### config.mk
export PLATFORM = sky130hd
export DESIGN_NAME = reset_timeout_sequencer
export DESIGN_NICKNAME = d
export VERILOG_FILES = /design/src/pkg/rts_pkg.sv /design/src/design/reset_timeout_sequencer.sv
export VERILOG_INCLUDE_DIRS = /design/src /design/src/pkg
export SDC_FILE = /design/constraint.sdc
export NUM_CORES = 1
export LEC_CHECK = 0
export ABC_AREA = 0
export BUFFER_PORTS_ARGS = -buffer_cell sky130_fd_sc_hd__buf_2
export CORE_MARGIN = 2
export CORE_UTILIZATION = 57
export CTS_BUF_LIST = sky130_fd_sc_hd__clkbuf_16
export DETAILED_ROUTE_END_ITERATION = 10
export GPL_ROUTABILITY_DRIVEN = 0
export PLACE_DENSITY = 0.86
export SETUP_SLACK_MARGIN = 0.5
export SLEW_MARGIN = 20
export SYNTH_ARGS = -nofsm -noshare
export SYNTH_HDL_FRONTEND = slang
export SYNTH_SLANG_ARGS = --single-unit
### constraint.sdc
create_clock -name core_clk -period 2.16 [get_ports core_clk]
set_clock_uncertainty 0.05 [all_clocks]
set_input_delay 0.432 -clock core_clk [delete_from_list [all_inputs] [get_ports core_clk]]
set_output_delay 0.432 -clock core_clk [all_outputs]
set_load 0.01 [all_outputs]
### src/pkg/rts_defines.svh
`ifndef RTS_DEFINES_SVH
`define RTS_DEFINES_SVH
// Notes on behaviour
// settle count is 1024 oscillator input cycles
// settle count: crystal modes, power-on or wake only
// config bit enables brown-out; off means ignored
// low supply must persist qualify time to reset
// hold until supply recovers, then power-up delay
// low supply during delay restarts whole sequence
// brown-out enable forces power-up delay on
// power-on: delay, settle count, then release core
// master clear low past delays: release on rise
// cause bit 0 brown-out flag, cleared by brown-out
// cause bit 1 power-on flag, cleared on power-on
// power-on sets timeout and powerdown flags
// timeout/powerdown encoding per reset or wake kind
// resets load 000h; interrupt wake with enable 0004h
// registers reset on resets, kept on watchdog wake
// power-up delay holds core, power-on or brown-out
// detector outputs synchronised before use
// power-up delay length counted in slow-clock cycles

// ----------------------------------------
// timing
// ----------------------------------------
`define RTS_CLK_MHZ              100
`define RTS_OSC_SETTLE_CYCLES    1024
`define RTS_BOR_QUAL_TIME_US     100
`define RTS_BOR_QUAL_CYCLES      (`RTS_BOR_QUAL_TIME_US * `RTS_CLK_MHZ)
`define RTS_POWER_UP_DELAY_TIMER_TIME_US         72000
`define RTS_SLOW_CLK_KHZ         28
`define RTS_POWER_UP_DELAY_TIMER_SLOW_CYCLES     ((`RTS_POWER_UP_DELAY_TIMER_TIME_US * `RTS_SLOW_CLK_KHZ) / 1000)

// ----------------------------------------
// register map and fields
// ----------------------------------------
`define RTS_OFS_CAUSE            8'h00
`define RTS_OFS_STATUS           8'h01
`define RTS_OFS_INT_STATUS       8'h02
`define RTS_OFS_INT_MASK         8'h03
`define RTS_CAUSE_BOR_BIT        0
`define RTS_CAUSE_POR_BIT        1
`define RTS_STAT_PD_BIT          3
`define RTS_STAT_TO_BIT          4
`define RTS_INT_W                6
`define RTS_INT_POR              0
`define RTS_INT_BOR              1
`define RTS_INT_WDT_RST          2
`define RTS_INT_MASTER_CLEAR_N             3
`define RTS_INT_WAKE             4
`define RTS_INT_RELEASE          5
`define RTS_PC_W                 13
`define RTS_RESET_VECTOR         13'h0000
`define RTS_IRQ_VECTOR           13'h0004
`endif

### src/pkg/rts_pkg.sv
package rts_pkg;
	typedef enum logic [1:0] {
		LOW_POWER_CRYSTAL_MODE  = 2'h0,
		MEDIUM_CRYSTAL_MODE     = 2'h1,
		HIGH_SPEED_CRYSTAL_MODE = 2'h2,
		RESISTOR_CAP_OSC_MODE   = 2'h3
	} osc_mode_t;

	typedef enum logic [3:0] {
		ST_DETECT = 4'h1,
		ST_POWER_UP_DELAY_TIMER   = 4'h2,
		ST_OST    = 4'h4,
		ST_RUN    = 4'h8
	} seq_state_t;

	typedef struct packed {
		osc_mode_t osc_mode;
		logic      brownout_enable_cfg;
		logic      power_up_delay_disable_n;
	} cfg_t;

	typedef struct packed {
		logic [7:0] addr;
		logic [7:0] wdata;
		logic       wr;
		logic       rd;
	} bus_req_t;
endpackage

### src/design/reset_timeout_sequencer.sv
`include "rts_defines.svh"

module reset_timeout_sequencer
	import rts_pkg::*;
#(
	parameter int BOR_QUAL_CYCLES   = `RTS_BOR_QUAL_CYCLES,
	parameter int POWER_UP_DELAY_TIMER_SLOW_CYCLES  = `RTS_POWER_UP_DELAY_TIMER_SLOW_CYCLES,
	parameter int OSC_SETTLE_CYCLES = `RTS_OSC_SETTLE_CYCLES
) (
	input  wire logic                   core_clk,
	input  wire logic                   rstn,
	input  wire logic                   clk_en,
	input  wire logic                   por_det_raw,
	input  wire logic                   brownout_det_raw,
	input  wire logic                   master_clear_n,
	input  wire logic                   oscillator_input,
	input  wire logic                   slow_osc_input,
	input  wire cfg_t                   cfg,
	input  wire logic                   sleep_active,
	input  wire logic                   watchdog_timer_expired,
	input  wire logic                   wake_irq,
	input  wire logic                   global_interrupt_enable,
	input  wire bus_req_t               bus_req,
	output logic [7:0]                  bus_rdata,
	output logic                        core_reset_hold,
	output logic                        regs_reset,
	output logic                        pc_load,
	output logic [`RTS_PC_W-1:0]        pc_load_value,
	output logic                        timeout_flag,
	output logic                        powerdown_flag,
	output logic                        irq
);
	localparam int QW = $clog2(BOR_QUAL_CYCLES + 1);
	localparam int PW = $clog2(POWER_UP_DELAY_TIMER_SLOW_CYCLES + 1);
	localparam int OW = $clog2(OSC_SETTLE_CYCLES + 1);

	// ----------------------------------------
	// pin synchronisers
	// ----------------------------------------
	// bit order: por, brown-out, master clear, oscillator, slow oscillator
	logic [4:0] sync1_r;
	logic [4:0] sync2_r;
	logic       osc_d_r;
	logic       slow_d_r;
	logic       master_clear_n_d_r;

	always_ff @(posedge core_clk) begin
		if (!rstn) begin
			sync1_r <= 5'h04;
			sync2_r <= 5'h04;
		end else if (clk_en) begin
			sync1_r <= {por_det_raw, brownout_det_raw, master_clear_n,
				oscillator_input, slow_osc_input};
			sync2_r <= sync1_r;
		end
	end

	wire por_s  = sync2_r[4];
	wire bor_s  = sync2_r[3];
	wire master_clear_n_s = sync2_r[2];

	always_ff @(posedge core_clk) begin
		if (!rstn) begin
			osc_d_r  <= 1'b0;
			slow_d_r <= 1'b0;
			master_clear_n_d_r <= 1'b1;
		end else if (clk_en) begin
			osc_d_r  <= sync2_r[1];
			slow_d_r <= sync2_r[0];
			master_clear_n_d_r <= master_clear_n_s;
		end
	end

	wire osc_rise  = sync2_r[1] & ~osc_d_r;
	wire slow_rise = sync2_r[0] & ~slow_d_r;
	wire master_clear_n_fall = master_clear_n_d_r & ~master_clear_n_s;

	// ----------------------------------------
	// brown-out qualification
	// ----------------------------------------
	logic [QW-1:0] qual_cnt_r;
	wire           bor_en  = cfg.brownout_enable_cfg;
	wire           bor_low = bor_s & bor_en;

	always_ff @(posedge core_clk) begin
		if (!rstn || (clk_en && !bor_low)) begin
			qual_cnt_r <= '0;
		end else if (clk_en && qual_cnt_r != QW'(BOR_QUAL_CYCLES)) begin
			qual_cnt_r <= qual_cnt_r + QW'(1);
		end
	end

	// ----------------------------------------
	// events
	// ----------------------------------------
	seq_state_t state_r;
	logic       hold_d_r;
	wire        bor_trip = bor_low && qual_cnt_r == QW'(BOR_QUAL_CYCLES - 1);
	// a dip during the delay after a brown-out restarts it unqualified
	wire        bor_redip = bor_low && state_r == ST_POWER_UP_DELAY_TIMER;
	wire        ev_por = por_s;
	wire        ev_bor = !por_s && (bor_trip || bor_redip);
	wire        norm = !por_s && !ev_bor;
	wire        ev_wdt_rst = norm && state_r == ST_RUN && watchdog_timer_expired && !sleep_active;
	wire        ev_wake = norm && state_r == ST_RUN && sleep_active && (watchdog_timer_expired || wake_irq);
	wire        wake_wdt = ev_wake && watchdog_timer_expired;
	wire        ev_master_clear_n = norm && master_clear_n_fall && !ev_wdt_rst && !ev_wake;
	wire        crystal = cfg.osc_mode != RESISTOR_CAP_OSC_MODE;
	wire        power_up_delay_timer_on = !cfg.power_up_delay_disable_n || bor_en;
	wire        hold = state_r != ST_RUN || !master_clear_n_s;
	wire        ev_release = hold_d_r && !hold;

	// ----------------------------------------
	// sequence
	// ----------------------------------------
	logic                 is_reset_r;
	logic                 ost_ok_r;
	logic                 power_up_delay_timer_req_r;
	logic                 by_bor_r;
	logic                 pc_do_r;
	logic [`RTS_PC_W-1:0] pc_vec_r;
	logic [PW-1:0]        power_up_delay_timer_cnt_r;
	logic [OW-1:0]        ost_cnt_r;
	wire                  power_up_delay_timer_done = slow_rise && power_up_delay_timer_cnt_r == PW'(POWER_UP_DELAY_TIMER_SLOW_CYCLES - 1);
	wire                  ost_done = osc_rise && ost_cnt_r == OW'(OSC_SETTLE_CYCLES - 1);

	always_ff @(posedge core_clk) begin
		if (!rstn) begin
			state_r    <= ST_DETECT;
			is_reset_r <= 1'b1;
			ost_ok_r   <= 1'b1;
			power_up_delay_timer_req_r <= 1'b1;
			by_bor_r   <= 1'b0;
			pc_do_r    <= 1'b1;
			pc_vec_r   <= `RTS_RESET_VECTOR;
		end else if (clk_en) begin
			if (ev_por || ev_bor) begin
				state_r    <= ST_DETECT;
				is_reset_r <= 1'b1;
				ost_ok_r   <= ev_por;
				power_up_delay_timer_req_r <= 1'b1;
				by_bor_r   <= ev_bor;
				pc_do_r    <= 1'b1;
				pc_vec_r   <= `RTS_RESET_VECTOR;
			end else if (ev_wdt_rst || ev_master_clear_n) begin
				// master clear in a settle count keeps counting; the pin gates release
				// a watchdog reset must not rerun the settle count left armed by power-on
				if (ev_wdt_rst) begin
					state_r  <= ST_DETECT;
					ost_ok_r <= 1'b0;
				end
				is_reset_r <= 1'b1;
				pc_do_r    <= 1'b1;
				pc_vec_r   <= `RTS_RESET_VECTOR;
			end else if (ev_wake) begin
				state_r    <= ST_DETECT;
				is_reset_r <= 1'b0;
				ost_ok_r   <= 1'b1;
				power_up_delay_timer_req_r <= 1'b0;
				by_bor_r   <= 1'b0;
				pc_do_r    <= wake_irq && !watchdog_timer_expired && global_interrupt_enable;
				pc_vec_r   <= `RTS_IRQ_VECTOR;
			end else begin
				case (state_r)
					ST_DETECT: begin
						if (ost_ok_r && !power_up_delay_timer_req_r) begin
							state_r <= crystal ? ST_OST : ST_RUN;
						end else if (!bor_low && power_up_delay_timer_req_r && (power_up_delay_timer_on || by_bor_r)) begin
							state_r <= ST_POWER_UP_DELAY_TIMER;
						end else if (!bor_low) begin
							state_r <= (ost_ok_r && crystal) ? ST_OST : ST_RUN;
						end
						if (!bor_low) begin
							power_up_delay_timer_req_r <= 1'b0;
						end
					end
					ST_POWER_UP_DELAY_TIMER: begin
						if (power_up_delay_timer_done) begin
							state_r <= (ost_ok_r && crystal) ? ST_OST : ST_RUN;
						end
					end
					ST_OST: begin
						if (ost_done) begin
							state_r <= ST_RUN;
						end
					end
					ST_RUN: begin
						state_r <= ST_RUN;
					end
					default: begin
						state_r <= ST_DETECT;
					end
				endcase
			end
		end
	end

	always_ff @(posedge core_clk) begin
		if (!rstn || (clk_en && state_r != ST_POWER_UP_DELAY_TIMER)) begin
			power_up_delay_timer_cnt_r <= '0;
		end else if (clk_en && slow_rise) begin
			power_up_delay_timer_cnt_r <= power_up_delay_timer_cnt_r + PW'(1);
		end
	end

	always_ff @(posedge core_clk) begin
		if (!rstn || (clk_en && state_r != ST_OST)) begin
			ost_cnt_r <= '0;
		end else if (clk_en && osc_rise) begin
			ost_cnt_r <= ost_cnt_r + OW'(1);
		end
	end

	always_ff @(posedge core_clk) begin
		if (!rstn) begin
			hold_d_r      <= 1'b1;
			pc_load_value <= `RTS_RESET_VECTOR;
		end else if (clk_en) begin
			hold_d_r      <= hold;
			pc_load_value <= pc_vec_r;
		end
	end

	assign core_reset_hold = hold;
	assign regs_reset      = hold && is_reset_r;
	// the value register follows pc_vec_r one cycle late; it is stable before release
	assign pc_load         = ev_release && pc_do_r;

	// ----------------------------------------
	// timeout and powerdown flags
	// ----------------------------------------
	always_ff @(posedge core_clk) begin
		if (!rstn) begin
			timeout_flag   <= 1'b1;
			powerdown_flag <= 1'b1;
		end else if (clk_en) begin
			if (ev_por || ev_bor) begin
				timeout_flag   <= 1'b1;
				powerdown_flag <= 1'b1;
			end else if (ev_wdt_rst) begin
				timeout_flag   <= 1'b0;
				powerdown_flag <= 1'b1;
			end else if (ev_wake) begin
				timeout_flag   <= !wake_wdt;
				powerdown_flag <= 1'b0;
			end else if (ev_master_clear_n && sleep_active) begin
				timeout_flag   <= 1'b1;
				powerdown_flag <= 1'b0;
			end
		end
	end

	// ----------------------------------------
	// register file
	// ----------------------------------------
	logic [1:0]             cause_r;
	logic                   por_d_r;
	logic [`RTS_INT_W-1:0]  int_stat_r;
	logic [`RTS_INT_W-1:0]  int_mask_r;
	wire                    wr_cause = bus_req.wr && bus_req.addr == `RTS_OFS_CAUSE;
	wire [`RTS_INT_W-1:0]   int_set;

	always_ff @(posedge core_clk) begin
		if (!rstn) begin
			cause_r <= 2'h0;
		end else if (clk_en) begin
			// hardware clears win over a software write in the same cycle
			if (ev_por) begin
				cause_r[`RTS_CAUSE_POR_BIT] <= 1'b0;
			end else if (wr_cause) begin
				cause_r[`RTS_CAUSE_POR_BIT] <= bus_req.wdata[`RTS_CAUSE_POR_BIT];
			end
			if (ev_bor) begin
				cause_r[`RTS_CAUSE_BOR_BIT] <= 1'b0;
			end else if (wr_cause) begin
				cause_r[`RTS_CAUSE_BOR_BIT] <= bus_req.wdata[`RTS_CAUSE_BOR_BIT];
			end
		end
	end

	assign int_set[`RTS_INT_POR]     = ev_por && !por_d_r;
	assign int_set[`RTS_INT_BOR]     = ev_bor;
	assign int_set[`RTS_INT_WDT_RST] = ev_wdt_rst;
	assign int_set[`RTS_INT_MASTER_CLEAR_N]    = ev_master_clear_n;
	assign int_set[`RTS_INT_WAKE]    = ev_wake;
	assign int_set[`RTS_INT_RELEASE] = ev_release;

	always_ff @(posedge core_clk) begin
		if (!rstn) begin
			por_d_r    <= 1'b0;
			int_stat_r <= '0;
			int_mask_r <= '0;
		end else if (clk_en) begin
			por_d_r <= por_s;
			if (bus_req.wr && bus_req.addr == `RTS_OFS_INT_STATUS) begin
				int_stat_r <= (int_stat_r & ~bus_req.wdata[`RTS_INT_W-1:0]) | int_set;
			end else begin
				int_stat_r <= int_stat_r | int_set;
			end
			if (bus_req.wr && bus_req.addr == `RTS_OFS_INT_MASK) begin
				int_mask_r <= bus_req.wdata[`RTS_INT_W-1:0];
			end
		end
	end

	assign irq = |(int_stat_r & int_mask_r);

	always_ff @(posedge core_clk) begin
		if (!rstn) begin
			bus_rdata <= 8'h00;
		end else if (clk_en) begin
			bus_rdata <= 8'h00;
			if (bus_req.rd) begin
				case (bus_req.addr)
					`RTS_OFS_CAUSE:      bus_rdata <= {6'h00, cause_r};
					`RTS_OFS_STATUS:     bus_rdata <= {3'h0, timeout_flag, powerdown_flag, 3'h0};
					`RTS_OFS_INT_STATUS: bus_rdata <= {2'h0, int_stat_r};
					`RTS_OFS_INT_MASK:   bus_rdata <= {2'h0, int_mask_r};
					default:             bus_rdata <= 8'h00;
				endcase
			end
		end
	end
endmodule

# == After elaboration in Yosys (flattened, before gate mapping) ==
# Index checks and enable logic that the tools add are counted.
# word_totals
ff_bits,110
inputBits,34
output_inout_bits,27
wordCells,184
# classes
add_sub_neg,3
eq_ne,21
n_mux,47
n_bitwise,12
reduce_logical,76
# ops
cell,count
2-to-1 mux 4 bit,11
2-to-1 mux 13 bit,3
logical AND 1 bit,35
2-to-1 mux 1 bit,29
case mux 6 bit (4 select lines),1
"adder 11 x 1 -> 11 bit, second input constant",2
"== test 8 x 2 -> 1 bit, second input constant",2
case mux 4 bit (4 select lines),1
"adder 14 x 1 -> 14 bit, second input constant",1
"== test 14 bit, second input constant",1
zero test 1 bit,14
"inequality test 14 bit, second input constant",1
AND 6 bit,2
2-to-1 mux 6 bit,2
OR 6 bit,2
"== test 11 x 10 -> 1 bit, second input constant",1
"== test 11 bit, second input constant",1
logical OR 1 bit,10
AND reduction 2 bit,5
"== test 8 x 1 -> 1 bit, second input constant",1
zero test 8 bit,1
"inequality test 7 bit, second input constant",1
inverter 6 bit,1
AND reduction 3 bit,2
21 further kinds,29

# == Longest topological paths before layout ==
# depth
depth_word,17
depth_mapped,7
ltp_nobuf,7

# == Least setup slack after synthesis ==
# OpenSTA, ideal clock, no wires.
# synth_timing
path_type,reg2reg
from,reg state_r[2]
to,reg state_r[0]
setup_ns,0.121
arrival_time_ns,1.765
required_time_ns,1.989
setup_slack_ns,0.224
stages_incl_launch_ff,5
n_path_buf,0
period_less_slack_ns,1.936
path_cell_list,dfxtp_1 -> or4b_1 -> a41o_1 -> a32oi_4 -> mux2_4
# synth_via
elab_chain_cells,15
elab_cells_between_ends,30
cone_classes,eq/ne (8); mux (4); reduce/logical (18)
# synth_lines
element,line,source
start: declaration,reset_timeout_sequencer.sv:96,seq_state_t state_r;
start signal: assignment,reset_timeout_sequencer.sv:167,state_r <= crystal ? ST_OST : ST_RUN;
start signal: assignment,reset_timeout_sequencer.sv:171,state_r <= (ost_ok_r && crystal) ? ST_OST : ST_RUN;
start signal: assignment,reset_timeout_sequencer.sv:179,state_r <= (ost_ok_r && crystal) ? ST_OST : ST_RUN;
== test 4 x 2 -> 1 bit,"reset_timeout_sequencer.sv:100, reset_timeout_sequencer.sv:164",
logical AND 1 bit,reset_timeout_sequencer.sv:100,wire bor_redip = bor_low && state_r == ST_POWER_UP_DELAY_TIMER;
logical OR 1 bit,reset_timeout_sequencer.sv:102,wire ev_bor = !por_s && (bor_trip || bor_redip);
logical AND 1 bit,reset_timeout_sequencer.sv:102,
zero test 1 bit,reset_timeout_sequencer.sv:103,wire norm = !por_s && !ev_bor;
logical AND 1 bit,reset_timeout_sequencer.sv:103,
logical AND 1 bit,"reset_timeout_sequencer.sv:104, reset_timeout_sequencer.sv:105",
logical AND 1 bit (2 in series),reset_timeout_sequencer.sv:104,wire ev_wdt_rst = norm && state_r == ST_RUN && watchdog_timer_expired && !sleep_active;
zero test 1 bit,reset_timeout_sequencer.sv:107,wire ev_master_clear_n = norm && master_clear_n_fall && !ev_wdt_rst && !ev_wake;
logical AND 1 bit (2 in series),reset_timeout_sequencer.sv:107,
logical OR 1 bit,reset_timeout_sequencer.sv:145,end else if (ev_wdt_rst || ev_master_clear_n) begin
"inequality test 7 bit (no line), or another cell as far along",n/a,
AND reduction 5 bit (no line) / 2-to-1 mux 4 bit (equally long branches),n/a,
# Parallel ways exist; a longest one is shown, timed or not.
# A chain may end at the register's enable or synchronous reset.

# == Worst setup path in the final report ==
# layout_timing
from,reg state_r[2]
to,reg state_r[2]
# The elaborated chain is that of the path after synthesis.

==> out/results.tsv <==
metric	value	unit
synth-edff-count	0	
hp-class	input port to flop	
cts_tree	done	
cap_violations	0	
grt_pass1_vias	3685	
ant_nets	0	
synthToLayoutAreaGrowth	29.8	%
r2r_start	state_r[2]$_SDFFE_PN0P_	
ys_seq_elements	84	
rsz0062_at_grt	yes	
synthCells	478	
vdd_drop_max	0.440	mV
dp_hpwl	6.43	mm
nFillCells	417	
ioPinCount	61	
crit_end	state_r[2]$_SDFFE_PN0P_	
synthArstFlopShare	0	
ys_top_cells_by_area	dfxtp_1 40%, mux2i_1 5.5%, nor2_1 4.5%	
slew_headroom	0.595	
dr.pass1.iters	5	
max_freq	476	MHz
cts_hold_buf	0	
vias	3978	
netlist_top_cells_count	84 x dfxtp_1, 50 x nor2_1, 45 x nand2_1, 23 x mux2i_1, 19 x nor2b_1	
synth-warning-count	0	
finalCriticalPeriod	2100	ps
cp-start-kind	flop	
antennaDiodeCount	0	
finalMaxSlewViolations	0	
fin_crit_sh	0.973	
p_per_area	646	nW/um^2
synth_area_leader_cell	dfxtp_1	
cts_sinks	84	
drt_iter0_drc	313	
core-area	7180	um^2
numPortBuffers	44	
min_path_cells	3	
drive_gt1_frac	0.327	
tightest_slew	607	ps
grt-ovfl-total	0	
htree_levels	3	
multi_input_area	2660	um^2
num_rows	31	
ys_seq_area_frac	0.401	
finalSetupViolations	0	
grtUsageTotal	0.253	
die_area	8050	um^2
worstSetupEndpointType	flop	
drc	0	
regArea	1710	um^2
whs	284	ps
antenna_found_initial	0	
yosysUniqueCellTypes	66	
arrival	2300	ps
finalSetupTns	0	ps
routed_wl	11.8	mm
r2r_cells	9	
cts_buffer_depth	2	
crit_start	state_r[2]$_SDFFE_PN0P_	
r2r-end	state_r[2]$_SDFFE_PN0P_	
r2r_slack	60	ps
root_buffer	clkbuf_16	
viasPerCell	6.04	
initial_core_util	0.584	
crit_type	flop to flop	
outcome	complete, no violations	
avgRoutedWirePerCell	17.9	um
yosysTopAreaCellShare	0.401	
required	2360	ps
synth.avg_cell_area	8.77	um^2
fp.dieW	89.7	um
syn-cell-area	4190	um^2
synth_flop_cell	dfxtp_1	
clkSlewWorstSetupHoldPaths	70	ps
grt_pass1_wl	16.9	mm
grt_max_degree	21	
cts_buffers	9	
die_h	89.7	um
clock_latency	350	ps
p_leak	2.05	nW
final-hold-violation-count	0	
path_max_fanout	5	
nets	593	
synth_most_common_cell	dfxtp_1	
## critical path: stages (launching register included)
cell and delay (ps):
dfxtp_4 400, buf_6 110, buf_4 110, nor4b_4 40, buf_4 130, a211oi_2 380
a21oi_4 140, a32oi_4 230, buf_6 160, mux2i_2 240
## cells in the final DEF (no fill, tap or decap), types with 4 or more instances in the layout
master     instances
nor3_1             4
o21ai_0           11
dfxtp_4            6
buf_4             30
nor2_4             6
and2_1             4
and4_1             4
a22oi_1            6
a21boi_1          12
nor2_2             4
dfxtp_2            6
a21oi_1            8
buf_2             42
nand2_1           41
xnor2_1           10
and3_1             4
nand4_1           14
nor2b_1           19
nor3_2             4
or3_1              5
nand2_2            4
buf_6             15
mux2i_1           22
mux2_2             4
conb_1            14
nand3_1           16
o21a_1             7
dfxtp_1           72
nor2_1            40
inv_1              8
o21ai_1            4
xor2_1            17
clkbuf_16          9
## worst min path at each step
| stage | startpoint | slack [ps] | to |
|---|---|---|---|
| final | bus_req[5] | 280 | int_mask_r[3]$_SDFFE_PN0P_ |
| after global routing | bus_req[7] | 290 | int_mask_r[5]$_SDFFE_PN0P_ |
| after CTS | master_clear_n | 290 | sync1_r[2]$_SDFFE_PN1P_ |
| after detailed placement | is_reset_r$_SDFFE_PN1P_ | 400 | is_reset_r$_SDFFE_PN1P_ |
| after global placement | is_reset_r$_SDFFE_PN1P_ | 390 | is_reset_r$_SDFFE_PN1P_ |
| after floorplan | pc_vec_r[2]$_SDFFE_PN0P_ | 380 | pc_vec_r[2]$_SDFFE_PN0P_ |
## sequential cells by signal, indices dropped and copies added, names as in the netlist, 2 cells and up
register,cells
int_mask_r,6
state_r,4
int_stat_r,6
cause_r,2
sync2_r,5
sync1_r,5
bus_rdata,6
qual_cnt_r,14
ost_cnt_r,11
power_up_delay_timer_cnt_r,11
## per-stage QoR
step	std cells	setup WS, ps	instance area (um^2)	utilization	total power [W]
2_1_floorplan	491	264	4300	-	0.00188
3_3_place_gp	614	185	4550	0.634	0.00194
3_5_place_dp	614	156	4550	0.634	0.00196
4_1_cts	647	194	5060	0.705	0.00340
5_1_grt	659	60.9	5440	0.758	0.00362
6_report	659	58.3	5440	0.758	0.00352
## cells by family after synthesis
kind of cell | after synthesis | synth area share
mux | 28 | 0.0693
flops | 84 | 0.401
xor+xnor | 28 | 0.0585
other cells | 1 | 0.000895
fa+ha+maj | 4 | 0.0119
simple gates | 198 | 0.248
buf+inv | 47 | 0.0558
compound gates | 88 | 0.154
## what timing repair did
item                                    4_1_cts  5_1_grt
buffers inserted                             17       11
pin swaps                                    12       21
resized for setup                            30       73
endpoints found under the setup margin       20       47
gates cloned                                  0        1
## final cells by class
class	count	area share
Clock buffer	9	0.0414
Clock inverter	7	0.00943
Inverter	12	0.00966
Multi-Input combinational cell	360	0.488
Sequential cell	84	0.315
Tap cell	99	0.0228
Timing Repair Buffer	88	0.114
## report_power, final
| group | leakage, nW | total (W) | internal (W) | switching, W |
|---|---|---|---|---|
| logic | 1.23 | 0.000463 | 0.000218 | 0.000245 |
| clock network | 0.133 | 0.00143 | 0.000782 | 0.000652 |
| registers | 0.686 | 0.00162 | 0.00158 | 0.0000415 |
## per-layer routing
metal | global-route usage | up-vias | wire [um]
met1 | 0.308 | 1904 | 4660
li1 | - | 1817 | -
met3 | 0.0604 | 43 | 902
met2 | 0.437 | 214 | 5770
met5 | 0 | - | 0
met4 | 0.0962 | 0 | 484
(Power assumes the default switching activity.)
